--- src/logic/cam_consts.svh ---
// register map, field positions, reset values and divider codes of the clock accuracy monitor
// assumes a 12-bit apb byte address with 32-bit data
`ifndef CAM_CONSTS_SVH
`define CAM_CONSTS_SVH
`define CAM_ADDR_W 12
`define CAM_OFF_CFG 12'h000
`define CAM_OFF_CMD 12'h004
`define CAM_OFF_STAT 12'h008
`define CAM_OFF_MASK 12'h00C
`define CAM_OFF_UPPER 12'h010
`define CAM_OFF_LOWER 12'h014
`define CAM_OFF_COUNT 12'h018
`define CAM_OFF_RESULT 12'h01C
`define CAM_CFG_REF 8:0
`define CAM_CFG_CONT 9
`define CAM_CMD_START 0
`define CAM_CMD_STOP 1
`define CAM_CMD_CLEAR 2
`define CAM_FLAGS 2:0
`define CAM_FLAG_MEND 0
`define CAM_FLAG_FERR 1
`define CAM_FLAG_OVF 2
`define CAM_STAT_BUSY 8
`define CAM_CFG_RST 10'h200
`define CAM_MASK_RST 3'h7
`define CAM_FLAGS_NONE 3'h0
`define CAM_FLAGS_ALL 3'h7
`define CAM_LIMIT_RST '0
`define CAM_MDIV_MASK_1 5'h00
`define CAM_MDIV_MASK_4 5'h03
`define CAM_MDIV_MASK_8 5'h07
`define CAM_MDIV_MASK_32 5'h1F
`define CAM_RDIV_BIT_32 4'h4
`define CAM_RDIV_BIT_128 4'h6
`define CAM_RDIV_BIT_1024 4'h9
`define CAM_RDIV_BIT_8192 4'hC
`define CAM_FILT_MASK_1 4'h0
`define CAM_FILT_MASK_4 4'h3
`define CAM_FILT_MASK_16 4'hF
`endif

--- src/logic/cam_pkg.sv ---
// types shared by the clock accuracy monitor and its reference conditioner
// assumes nothing beyond a systemverilog compiler
package cam_pkg;
    typedef enum logic [1:0] {
        edge_rise = 2'b00,
        edge_fall = 2'b01,
        edge_both = 2'b10
    } edge_sel_t;
    typedef enum logic [1:0] {
        filt_off = 2'b00,
        filt_div1 = 2'b01,
        filt_div4 = 2'b10,
        filt_div16 = 2'b11
    } filt_sel_t;
    typedef struct packed {
        logic [1:0] mdiv;
        logic [1:0] rdiv;
        logic ext;
        filt_sel_t filt;
        edge_sel_t edge_sel;
    } ref_cfg_t;
    typedef enum logic [1:0] {
        st_idle = 2'b00,
        st_arm = 2'b01,
        st_count = 2'b10
    } meas_state_t;
endpackage

--- src/logic/cam_ref_if.sv ---
// carrier between the monitor core and its reference conditioner
// assumes both ends run on pclk
`timescale 1ns/1ps
`default_nettype none
interface cam_ref_if;
    import cam_pkg::*;
    logic ce;
    logic meas_clk_in;
    logic int_ref_clk_in;
    logic ext_ref_clock_in;
    ref_cfg_t cfg;
    logic tick;
    logic ref_edge;
    modport cond (
        input ce, meas_clk_in, int_ref_clk_in, ext_ref_clock_in, cfg,
        output tick, ref_edge
    );
    modport core (
        output ce, meas_clk_in, int_ref_clk_in, ext_ref_clock_in, cfg,
        input tick, ref_edge
    );
endinterface
`default_nettype wire

--- src/logic/cam_ref_cond.sv ---
// reference conditioner: measurement divider, reference divider, filter, edge detection
// assumes clock pins are sampled levels far slower than pclk
`timescale 1ns/1ps
`default_nettype none
`include "cam_consts.svh"
module cam_ref_cond
    import cam_pkg::*;
#(
    parameter int FILT_LEN = 3
) (
    // clock and reset
    input wire logic pclk,
    input wire logic presetn,
    // pins, configuration and strobes
    cam_ref_if.cond rif
);
    if (FILT_LEN < 2 || FILT_LEN > 8) begin : g_bad_filt
        $error("cam_ref_cond: FILT_LEN must be 2 to 8");
    end

    typedef struct packed {
        logic meas_s1;
        logic meas_s2;
        logic meas_d;
        logic [4:0] mcnt;
        logic iref_s1;
        logic iref_s2;
        logic iref_d;
        logic [12:0] rcnt;
        logic eref_s1;
        logic eref_s2;
        logic [3:0] fcnt;
        logic [FILT_LEN-1:0] fhist;
        logic fout;
        logic ref_prev;
        logic tick;
        logic ref_edge;
    } cond_state_t;

    cond_state_t s;
    cond_state_t next_s;
    logic medge;
    logic mtick;
    logic samp;
    logic ref_sel;
    logic [4:0] mmask;
    logic [3:0] fmask;

    function automatic logic [4:0] meas_mask(input logic [1:0] sel);
        case (sel)
            2'h0: meas_mask = `CAM_MDIV_MASK_1;
            2'h1: meas_mask = `CAM_MDIV_MASK_4;
            2'h2: meas_mask = `CAM_MDIV_MASK_8;
            default: meas_mask = `CAM_MDIV_MASK_32;
        endcase
    endfunction

    function automatic logic [3:0] ref_bit(input logic [1:0] sel);
        case (sel)
            2'h0: ref_bit = `CAM_RDIV_BIT_32;
            2'h1: ref_bit = `CAM_RDIV_BIT_128;
            2'h2: ref_bit = `CAM_RDIV_BIT_1024;
            default: ref_bit = `CAM_RDIV_BIT_8192;
        endcase
    endfunction

    always_comb begin
        next_s = s;
        mmask = meas_mask(rif.cfg.mdiv);
        fmask = (rif.cfg.filt == filt_div16) ? `CAM_FILT_MASK_16 :
                (rif.cfg.filt == filt_div4) ? `CAM_FILT_MASK_4 : `CAM_FILT_MASK_1;
        next_s.meas_s1 = rif.meas_clk_in;
        next_s.meas_s2 = s.meas_s1;
        next_s.meas_d = s.meas_s2;
        medge = s.meas_s2 && !s.meas_d;
        mtick = medge && ((s.mcnt & mmask) == mmask);
        if (medge) begin
            next_s.mcnt = s.mcnt + 5'h01;
        end
        next_s.iref_s1 = rif.int_ref_clk_in;
        next_s.iref_s2 = s.iref_s1;
        next_s.iref_d = s.iref_s2;
        if (s.iref_s2 && !s.iref_d) begin
            next_s.rcnt = s.rcnt + 13'h0001;
        end
        next_s.eref_s1 = rif.ext_ref_clock_in;
        next_s.eref_s2 = s.eref_s1;
        samp = mtick && ((s.fcnt & fmask) == fmask);
        if (mtick) begin
            next_s.fcnt = s.fcnt + 4'h1;
        end
        // a level must hold for FILT_LEN samples before the filter output follows it
        if (samp) begin
            next_s.fhist = {s.fhist[FILT_LEN-2:0], s.eref_s2};
            if (&next_s.fhist) begin
                next_s.fout = 1'b1;
            end else if (~|next_s.fhist) begin
                next_s.fout = 1'b0;
            end
        end
        if (!rif.cfg.ext) begin
            ref_sel = s.rcnt[ref_bit(rif.cfg.rdiv)];
        end else if (rif.cfg.filt == filt_off) begin
            ref_sel = s.eref_s2;
        end else begin
            ref_sel = s.fout;
        end
        next_s.tick = mtick;
        next_s.ref_edge = 1'b0;
        if (mtick) begin
            next_s.ref_prev = ref_sel;
            case (rif.cfg.edge_sel)
                edge_rise: next_s.ref_edge = ref_sel && !s.ref_prev;
                edge_fall: next_s.ref_edge = !ref_sel && s.ref_prev;
                default: next_s.ref_edge = ref_sel != s.ref_prev;
            endcase
        end
    end

    always_ff @(posedge pclk or negedge presetn) begin
        if (!presetn) begin
            s <= '0;
        end else if (rif.ce) begin
            s <= next_s;
        end
    end

    assign rif.tick = s.tick;
    assign rif.ref_edge = s.ref_edge;
endmodule // cam_ref_cond
`default_nettype wire

--- src/logic/clock_accuracy_monitor.sv ---
// clock accuracy monitor: apb registers, measurement sequencer, limit check, interrupt
// assumes clock pins sampled by pclk and an apb3 master without wait-state limits
//
// What this block does
// - count between two successive valid reference edges
// - valid edge is rising, falling or both
// - count divided measurement clock by 1/4/8/32
// - divide internal reference by 32/128/1024/8192
// - external reference undivided, filtered only when enabled
// - good when lower <= count <= upper
// - out of range count flags frequency error
// - continuous mode restarts after every completion
// - single mode stops and keeps result
// - frequency error interrupt when enabled
// - overflow flag and interrupt past the all-ones count (0xFFFF at CNT_W 16)
// - measurement end interrupt when in range
// - status and live counter always readable
// - filter off, or sample at rate /1, /4, /16
//
// The APB slave port and the register offsets were decided locally.
`timescale 1ns/1ps
`default_nettype none
`include "cam_consts.svh"
module clock_accuracy_monitor
    import cam_pkg::*;
#(
    parameter int CNT_W = 16,
    parameter int FILT_LEN = 3
) (
    // clock, reset, enable
    input wire logic pclk,
    input wire logic presetn,
    input wire logic ce,
    // apb slave
    input wire logic [`CAM_ADDR_W-1:0] paddr,
    input wire logic psel,
    input wire logic penable,
    input wire logic pwrite,
    input wire logic [31:0] pwdata,
    output logic [31:0] prdata,
    output logic pready,
    output logic pslverr,
    // clocks under test
    input wire logic meas_clk_in,
    input wire logic int_ref_clk_in,
    input wire logic ext_ref_clock_in,
    // interrupt
    output logic irq
);
    if (CNT_W < 8 || CNT_W > 32) begin : g_bad_cnt
        $error("clock_accuracy_monitor: CNT_W must be 8 to 32");
    end

    localparam logic [CNT_W-1:0] CNT_ONE = 1;
    localparam logic [CNT_W-1:0] CNT_MAX = '1;

    typedef struct packed {
        ref_cfg_t rcfg;
        logic cont;
        logic [2:0] mask;
        logic [CNT_W-1:0] upper;
        logic [CNT_W-1:0] lower;
        logic [2:0] flags;
        meas_state_t st;
        logic [CNT_W-1:0] cnt;
        logic [CNT_W-1:0] result;
        logic [31:0] prdata;
        logic pslverr;
        logic irq;
    } mon_state_t;

    mon_state_t s;
    mon_state_t next_s;

    cam_ref_if rif ();

    logic setup;
    logic access;
    logic wr_ok;
    logic busy;
    logic start_cmd;
    logic stop_cmd;
    logic clear_cmd;
    logic [2:0] events;
    logic [2:0] clr_mask;
    logic [CNT_W-1:0] fin;

    function automatic logic in_limits(
        input logic [CNT_W-1:0] v,
        input logic [CNT_W-1:0] lo,
        input logic [CNT_W-1:0] hi
    );
        in_limits = (v <= hi) && (v >= lo);
    endfunction

    function automatic logic is_cfg_reg(input logic [`CAM_ADDR_W-1:0] a);
        is_cfg_reg = (a == `CAM_OFF_CFG) || (a == `CAM_OFF_UPPER) || (a == `CAM_OFF_LOWER);
    endfunction

    assign rif.ce = ce;
    assign rif.meas_clk_in = meas_clk_in;
    assign rif.int_ref_clk_in = int_ref_clk_in;
    assign rif.ext_ref_clock_in = ext_ref_clock_in;
    assign rif.cfg = s.rcfg;

    cam_ref_cond #(
        .FILT_LEN(FILT_LEN)
    ) u_cond (
        .pclk(pclk),
        .presetn(presetn),
        .rif(rif.cond)
    );

    always_comb begin
        next_s = s;
        events = `CAM_FLAGS_NONE;
        clr_mask = `CAM_FLAGS_NONE;
        fin = s.cnt;
        busy = s.st != st_idle;
        setup = psel && !penable;
        access = psel && penable;
        // a write refused at setup is already flagged in pslverr and must not land
        wr_ok = access && pwrite && !s.pslverr;
        start_cmd = wr_ok && (paddr == `CAM_OFF_CMD) && pwdata[`CAM_CMD_START];
        stop_cmd = wr_ok && (paddr == `CAM_OFF_CMD) && pwdata[`CAM_CMD_STOP];
        clear_cmd = wr_ok && (paddr == `CAM_OFF_CMD) && pwdata[`CAM_CMD_CLEAR];

        // read data and error are prepared in the setup cycle so both come from flops
        if (setup) begin
            next_s.prdata = '0;
            next_s.pslverr = 1'b0;
            if (paddr == `CAM_OFF_CFG) begin
                next_s.prdata[`CAM_CFG_REF] = s.rcfg;
                next_s.prdata[`CAM_CFG_CONT] = s.cont;
            end else if (paddr == `CAM_OFF_CMD) begin
                next_s.prdata = '0;
            end else if (paddr == `CAM_OFF_STAT) begin
                next_s.prdata[`CAM_FLAGS] = s.flags;
                next_s.prdata[`CAM_STAT_BUSY] = busy;
            end else if (paddr == `CAM_OFF_MASK) begin
                next_s.prdata[`CAM_FLAGS] = s.mask;
            end else if (paddr == `CAM_OFF_UPPER) begin
                next_s.prdata = 32'(s.upper);
            end else if (paddr == `CAM_OFF_LOWER) begin
                next_s.prdata = 32'(s.lower);
            end else if (paddr == `CAM_OFF_COUNT) begin
                next_s.prdata = 32'(s.cnt);
            end else if (paddr == `CAM_OFF_RESULT) begin
                next_s.prdata = 32'(s.result);
            end else begin
                next_s.pslverr = 1'b1;
            end
            // changing limits or dividers mid-measurement would corrupt the count
            if (pwrite && busy && is_cfg_reg(paddr)) begin
                next_s.pslverr = 1'b1;
            end
        end

        if (wr_ok) begin
            if (paddr == `CAM_OFF_CFG) begin
                next_s.rcfg = pwdata[`CAM_CFG_REF];
                next_s.cont = pwdata[`CAM_CFG_CONT];
            end else if (paddr == `CAM_OFF_MASK) begin
                next_s.mask = pwdata[`CAM_FLAGS];
            end else if (paddr == `CAM_OFF_UPPER) begin
                next_s.upper = pwdata[CNT_W-1:0];
            end else if (paddr == `CAM_OFF_LOWER) begin
                next_s.lower = pwdata[CNT_W-1:0];
            end
        end

        // a status read clears only the flags it actually returned
        if (access && !pwrite && (paddr == `CAM_OFF_STAT)) begin
            clr_mask = s.prdata[`CAM_FLAGS];
        end
        if (clear_cmd) begin
            clr_mask = `CAM_FLAGS_ALL;
        end

        case (s.st)
            st_idle: begin
                next_s.st = st_idle;
            end
            st_arm: begin
                if (rif.ref_edge) begin
                    next_s.cnt = '0;
                    next_s.st = st_count;
                end
            end
            st_count: begin
                if (rif.tick) begin
                    next_s.cnt = s.cnt + CNT_ONE;
                    if (s.cnt == CNT_MAX) begin
                        events[`CAM_FLAG_OVF] = 1'b1;
                    end
                end
                if (rif.ref_edge) begin
                    fin = next_s.cnt;
                    next_s.result = fin;
                    if (in_limits(fin, s.lower, s.upper)) begin
                        events[`CAM_FLAG_MEND] = 1'b1;
                    end else begin
                        events[`CAM_FLAG_FERR] = 1'b1;
                    end
                    if (s.cont) begin
                        next_s.cnt = '0;
                        next_s.st = st_count;
                    end else begin
                        next_s.st = st_idle;
                    end
                end
            end
            default: begin
                next_s.st = st_idle;
            end
        endcase

        if (start_cmd) begin
            next_s.st = st_arm;
        end
        if (stop_cmd) begin
            next_s.st = st_idle;
        end

        // an event in the clearing cycle survives the clear
        next_s.flags = (s.flags & ~clr_mask) | events;
        next_s.irq = |(next_s.flags & next_s.mask);
    end

    always_ff @(posedge pclk or negedge presetn) begin
        if (!presetn) begin
            s.rcfg <= ref_cfg_t'(`CAM_CFG_RST);
            s.cont <= 1'b1;
            s.mask <= `CAM_MASK_RST;
            s.upper <= `CAM_LIMIT_RST;
            s.lower <= `CAM_LIMIT_RST;
            s.flags <= `CAM_FLAGS_NONE;
            s.st <= st_idle;
            s.cnt <= '0;
            s.result <= '0;
            s.prdata <= '0;
            s.pslverr <= 1'b0;
            s.irq <= 1'b0;
        end else if (ce) begin
            s <= next_s;
        end
    end

    // a frozen block must not complete an access
    assign pready = ce;
    assign prdata = s.prdata;
    assign pslverr = s.pslverr;
    assign irq = s.irq;
endmodule // clock_accuracy_monitor
`default_nettype wire

--- config.mk ---
export PLATFORM = sky130hd
export DESIGN_NAME = clock_accuracy_monitor
export DESIGN_NICKNAME = d
export VERILOG_FILES = /design/src/logic/cam_pkg.sv /design/src/logic/cam_ref_if.sv /design/src/logic/cam_ref_cond.sv /design/src/logic/clock_accuracy_monitor.sv
export VERILOG_INCLUDE_DIRS = /design/src /design/src/logic
export SDC_FILE = /design/constraint.sdc
export NUM_CORES = 1
export LEC_CHECK = 0
export BUFFER_PORTS_ARGS = -buffer_cell sky130_fd_sc_hd__buf_2
export CORE_MARGIN = 2
export CORE_UTILIZATION = 33
export DETAILED_ROUTE_END_ITERATION = 12
export PLACE_DENSITY = 0.61
export SLEW_MARGIN = 10
export SYNTH_ARGS = -nofsm -noshare
export SYNTH_HDL_FRONTEND = slang
export SYNTH_SLANG_ARGS = --single-unit
--- constraint.sdc ---
create_clock -name pclk -period 7.9 [get_ports pclk]
set_input_delay 1.185 -clock pclk [delete_from_list [all_inputs] [get_ports pclk]]
set_output_delay 1.185 -clock pclk [all_outputs]
set_load 0.05 [all_outputs]
==> flow_metrics.tcl, run 1 <==
set metrics [dict create \
    layout_min_cycle_time_ps 4210 \
    remaining_design_rule_violation_count 0 \
    p_leak_nw 4.05 \
    cts_setup_buffers 0 \
    timing_startpoint_of_the_critical_path "s[50]" \
    clk_latency_ps 430 \
    min_period_over_period_pct 53.2 \
    f_max_ghz 0.238 \
    final.setup_skew_ps 11.8 \
    clock_sink_count 136 \
    place.port_buffers 55 \
    fillerInstances 2209 \
    final_hold_viol_count 0 \
    start_kind "register" \
    largest_net_degree_at_the_start_of_global_routing 80 \
    total_count_of_max_transition_violations_in_the_final_report 0 \
    post-dp-hpwl_um 12800 \
    drt.antenna.violating_nets 0 \
    synthFlopType "dfrtp_1" \
    cp.arrival_ps 4490 \
    crit_path_end_kind "register" \
    power.density_nw_per_um2 206 \
    path_clk_slew_ps 60 \
    rsz0062_at_grt "false" \
    die_height_um 155 \
    clock_tree.buffer_depth 2 \
    max_cap_violations 0 \
    layout_commonest_cell "dfrtp_1" \
    clock_buffer_count_from_cts 17 \
    die_area_um2 24100 \
    top_level_ports 88 \
    drive_above_1_share_pct 19.9 \
    fin_tns_setup_ps 0 \
    most-common-layout-cells "132 x dfrtp_1, 102 x nand2_1, 70 x o21ai_0" \
    vias 5547 \
    postSynth.asyncResetShare_pct 100 \
    critical_path_s_top_delay_family "simple AND/OR/NAND/NOR gates" \
    cp_cell_sequence "ha_1, nand4_1, nor4_1, nand2_1, xnor2_1, ha_1, nand4_1, or4_1, a21oi_1, nor4b_1, o22ai_1, o21a_1, a21oi_1" \
    outcome "finished, final reports clean" \
    grt_util_all_layers_pct 15.2 \
    cts-root-buf "clkbuf_16" \
    post_layout_nonfiller_instances 1074 \
    start_util_pct 33.5 \
    placement_rows 55 \
    clock_tree.htree_level_count 4 \
    synth.top_cell.area_share_pct 43.8 \
    gp_routability_congestion 0.814 \
    worst_slew_pin_tran_ps 1030 \
    crit_path_top_delay_cell "nor4_1" \
    antennaDiodeCount 0 \
    postSynthAreaPerCell_um2 10.1 \
    grt_first_pass_wirelength_um 28400 \
    synth.area.top_cells "dfrtp_1 44%, ha_1 6.8%, mux2_2 5.4%, nand2_1 5.1%, o21ai_0 4.6%" \
    slew_headroom_pct 31.0 \
    initial_antenna_violation_count 0 \
    vdd_ir_drop_max_v 0.000154 \
    placedCellCount 1042 \
    worstPathBufferInverterCount 0 \
    synth_warnings 0 \
    number_of_global_route_vias_before_repair 5285 \
    critical-path-max-stage-delay_ps 640 \
    synth-edff-count 0 \
    worstReg2RegStart "s[50]" \
    postCtsHoldBufs 0 \
    crit_fanout 5 \
    detail_route.first_pass.iterations 5 \
    synth_cell_type_count 61 \
    gr_overflow_total 0 \
    average_via_count_per_standard_cell 5.16 \
    detail_route.wirelength_um 17700 \
    synthesis.area_um2 7540 \
    wl_cell_um 16.5 \
    worst-endpoint-required_ps 8190 \
    postSynthRegisterBits 136 \
    dieWidth_um 155 \
    drt_first_iter_violations 373 \
    fp.coreArea_um2 22500 \
    synthCells 743 \
    final_nets 870 \
    post_cts.resized_instances 0 \
    synth_sequential_area_ratio_pct 45.2 \
    hp_start "prdata[6]" \
    tritoncts "yes" \
    area_growth_syn_to_layout_pct 12.7 \
    criticalPathCategory "register to register" \
    synth_top_area_cell "dfrtp_1" \
    setup_violators_final 0 \
    worstHoldPathType "register to register" \
]
## area by class of cell
class	count	area [um2]	share of cell area, %
Sequential cell	136	3410	40.1
Inverter	51	191	2.25
Clock buffer	18	439	5.17
Timing Repair Buffer	61	327	3.84
Clock inverter	14	143	1.68
Multi-Input combinational cell	509	3630	42.7
Tap cell	285	357	4.20
## flip-flops by register name, summed over array words and instances, names as in the netlist
name / count
u_cond.rif.tick: 1
pslverr: 1
rif.cfg: 9
s: 73
u_cond.next_s: 5
irq: 1
u_cond.s: 29
prdata: 16
u_cond.rif.ref_edge: 1
## through the flow
stage,hold WS (ps),util [%],power [mW],instance area (um2),worst slack (ps)
finish,471,37.8,1.75,8500,3690
global route,484,37.8,1.82,8500,3380
CTS,479,37.8,1.77,8500,3630
detailed placement,459,35.2,0.985,7920,3650
global placement,456,35.2,0.978,7920,3700
floorplan,440,-,0.926,7590,4450
## kinds of logic (layout without fill, tap and decap cells)
kind of cell	count (synthesis)	in the layout	synth area share [%]
DFF	136	136	45.2
adders and majority gates	41	41	6.80
muxes	56	56	10.2
and+or+nand+nor	205	205	13.5
xor gates and xnor gates	34	34	3.95
AOI/OAI and AO/OA	157	157	12.8
buffers and inverters	113	144	7.47
other	1	16	0.0497
## synth_stat cells, types with 4 or more instances
| cell type | instances |
|---|---|
| a221oi_1 | 5 |
| xnor2_1 | 21 |
| ha_1 | 41 |
| dfstp_2 | 4 |
| clkbuf_1 | 18 |
| o41ai_1 | 5 |
| o21ai_0 | 70 |
| a21oi_1 | 24 |
| mux4_2 | 13 |
| buf_2 | 6 |
| o22ai_1 | 4 |
| dfrtp_1 | 132 |
| nor2b_1 | 5 |
| nand2_1 | 102 |
| buf_4 | 35 |
| a22oi_1 | 7 |
| nand4_1 | 14 |
| xor2_1 | 13 |
| nand3_1 | 19 |
| inv_1 | 51 |
| o21ai_1 | 4 |
| and3_1 | 7 |
| mux2i_1 | 7 |
| o31ai_1 | 7 |
| nor2_1 | 30 |
| a22o_1 | 8 |
| nor3_1 | 4 |
| mux2_2 | 36 |
## layer usage
metal / global-route usage [%] / share of wire (%)
met1: 19.8 / 45
met5: 0 / 0
met3: 3.12 / 4.3
met4: 5.29 / 1.9
met2: 25.1 / 49
## power by group
group	internal [mW]	switching (mW)	leakage, nW
sequential	0.747	0.0481	1.66
combinational	0.0710	0.105	2.10
clock	0.450	0.330	0.287
total	1.27	0.483	4.05
## path summary, 6_finish.rpt
path	to	slack [ps]	cells after the start
min in group asynchronous	s[84]	730	1
min reg2reg	prdata[6]	470	2
min	prdata[6]	470	2
max	s[68]	3690	13
max reg2reg	s[68]	3690	13
max in group asynchronous	s[88]	5740	2
## worst reg2reg max path: stages (launching register included)
cell and delay [ps]:
dfrtp_1 420, ha_1 190, nand4_1 240, nor4_1 640
nand2_1 290, xnor2_1 250, ha_1 340, nand4_1 210
or4_1 630, a21oi_1 140, nor4b_1 60, o22ai_1 400
o21a_1 190, a21oi_1 70
(Power assumes the default switching activity.)
==> run 2: changes to the inputs <==
Settings changed: ABC_AREA from default to 1, PLACE_DENSITY 0.61 to 0.63.
Clock period 7.9 ns to 3.6 ns, I/O delays scaled along.
==> run 2 against run 1 <==
  * Routed wire length rose by 10%
  * Setup slack got worse by 3300 ps
  * Clock power is 120% higher
  * Synthesized cell count rose by 36%
  * Count of clock-buffer cells in the layout is the same
  * Final cell count is 29% higher
  * Clock skew down 1.7 ps
  * Via count rose by 19%
  * Flip-flop and latch count did not move
  * Global-route usage increased by 1.7 points
==> flow_metrics.tcl, run 2 <==
set metrics [dict create \
    vias 6581 \
    final_hold_viol_count 0 \
    p_leak_nw 4.41 \
    synth.top_cell.area_share_pct 41.9 \
    criticalPathCategory "register to register" \
    remaining_design_rule_violation_count 0 \
    synthesis.area_um2 7880 \
    initial_antenna_violation_count 0 \
    max_cap_violations 0 \
    gp_routability_congestion 0.874 \
    synth_sequential_area_ratio_pct 43.2 \
    postCtsHoldBufs 0 \
    drt.antenna.violating_nets 0 \
    postSynthAreaPerCell_um2 7.81 \
    largest_reg_flops 73 \
    area_growth_syn_to_layout_pct 13.4 \
    cts-root-buf "clkbuf_16" \
    min_period_over_period_pct 88.5 \
    timing.hold.ws_ps 144 \
    grt_util_all_layers_pct 16.9 \
    most-common-layout-cells "249 x nand2_1, 153 x inv_1, 132 x dfrtp_1" \
    tritoncts "yes" \
    placement_rows 56 \
    worstHoldPathType "input pin to async pin" \
    fp.coreArea_um2 23500 \
    crit_fanout 7 \
    total_count_of_max_transition_violations_in_the_final_report 0 \
    grt_first_pass_wirelength_um 32600 \
    synthFlopType "dfrtp_1" \
    drt_first_iter_violations 440 \
    fin_tns_setup_ps 0 \
    detail_route.first_pass.iterations 5 \
    layout_min_cycle_time_ps 3190 \
    place_worst_setup_slack_ps 374 \
    largest_register "s" \
    clock_sink_count 136 \
    post-dp-hpwl_um 14700 \
    setup.reg_to_reg.worst_slack_ps 410 \
    gr_overflow_total 0 \
    setup_violators_final 0 \
    synth_most_common_cell "nand2_1" \
    cts_setup_buffers 0 \
    synth_cell_type_count 37 \
    average_via_count_per_standard_cell 4.76 \
    crit_path_end_kind "register" \
    synth-edff-count 0 \
    synth_top_area_cell "dfrtp_1" \
    largest_net_degree_at_the_start_of_global_routing 78 \
    synth.area.top_cells "dfrtp_1 42%, nand2_1 12%, inv_1 7.3%, ha_1 6.5%, o21ai_0 6.3%" \
    postSynth.asyncResetShare_pct 100 \
    detail_route.wirelength_um 19600 \
    power.density_nw_per_um2 512 \
    f_max_ghz 0.314 \
    final_critical_path_setup_slack_ps 413 \
    fillerInstances 2443 \
    place_area_um2 8350 \
    antennaDiodeCount 0 \
    cp.arrival_ps 3510 \
    postSynthRegisterBits 136 \
    place.port_buffers 55 \
    largestRegisters "s: 73 flops, u_cond.s: 29 flops, prdata: 16 flops" \
    slew_headroom_pct 51.1 \
    design_power_total_mw 4.58 \
    final.setup_skew_ps 10.0 \
    layout_commonest_cell "nand2_1" \
    clock_buffer_count_from_cts 17 \
    number_of_global_route_vias_before_repair 6363 \
    wl_cell_um 14.2 \
    rsz0062_at_grt "false" \
    clock_tree.htree_level_count 4 \
    synth_warnings 0 \
    start_kind "register" \
    synth_commonest_cells "249 x nand2_1, 153 x inv_1, 132 x dfrtp_1, 99 x o21ai_0, 56 x nor2_1" \
    path_clk_slew_ps 60 \
    die_height_um 159 \
    outcome "finished, final reports clean" \
    vdd_ir_drop_max_v 0.000317 \
    worst_slew_pin_tran_ps 733 \
    clk_latency_ps 430 \
    synthCells 1009 \
    die_area_um2 25100 \
    final_nets 1145 \
    dieWidth_um 159 \
    clock_tree.buffer_depth 2 \
    start_util_pct 33.6 \
    finalInstanceArea_um2 8940 \
    drive_above_1_share_pct 12.1 \
    top_level_ports 88 \
    worst-endpoint-required_ps 3920 \
]
## run 2: logic make-up (layout without fill, tap and decap cells)
family,count (synthesis),after routing,share of synthesized area [%]
and+or+nand+nor,378,378,20.5
buffers and inverters,215,255,12.1
AOI/OAI and AO/OA,204,204,13.9
DFF,136,136,43.2
adders and majority gates,41,41,6.51
xor gates and xnor gates,34,34,3.78
other,1,16,0.0476
## run 2: power breakdown
group	switching, mW	internal [mW]	leakage (nW)
sequential	0.166	1.72	1.76
clock	0.701	1.04	0.287
combinational	0.620	0.325	2.37
total	1.49	3.09	4.41
## run 2: worst paths after layout
check / depth (start not counted) / startpoint / to
setup / recovery: 21 / u_cond.rif.tick / irq
hold / removal: 1 / presetn / u_cond.s[25]
setup reg to reg: 21 / u_cond.rif.tick / irq
hold reg to reg: 2 / u_cond.next_s[11] / u_cond.next_s[11]
max in group asynchronous: 2 / presetn / s[103]
min in group pclk: 3 / ext_ref_clock_in / u_cond.next_s[11]
## run 2: area by class of cell
class	instances	area, um2	area share, %
clock buffer	18	439	4.91
clock inverter	14	148	1.65
inverter	156	586	6.55
multi-input combinational	673	3590	40.1
sequential	136	3410	38.1
tap	319	399	4.46
timing repair buffer	67	372	4.16
## run 2: worst max-delay path: stages, from the launching register on
cell,delay (ps)
dfrtp_1,440
buf_4,190
nand4_1,130
nor2_1,200
nand2_1,110
inv_1,90
nand2_1,90
nor2_1,140
xor2_1,250
inv_1,120
ha_1,280
nand2_1,70
nor3_1,290
nand2_1,90
nand2_1,60
nand2_1,100
nand3_1,100
nand2_1,90
nand2_1,80
nand3_1,80
nand2_1,60
inv_1,30
## run 2: what timing repair did
item	in CTS	in global routing
hold endpoints to repair	0	0
setup endpoints to repair	0	1
resized for setup	0	1
## run 2: metrics by stage
step / instances / utilization [%]
after detailed placement: 1351 / 35.6
final: 1383 / 38.1
after global routing: 1383 / 38.1
after CTS: 1383 / 38.1
after global placement: 1351 / 35.6
after floorplan: 1024 / -
## run 2: routing by layer
| layer | global-route usage, % | wire (um) | up-vias |
|---|---|---|---|
| li1 | - | - | 3267 |
| met1 | 23.8 | 9510 | 3094 |
| met2 | 25.5 | 8610 | 188 |
| met3 | 3.76 | 1060 | 32 |
| met4 | 5.66 | 418 | 0 |
| met5 | 0 | 0 | - |
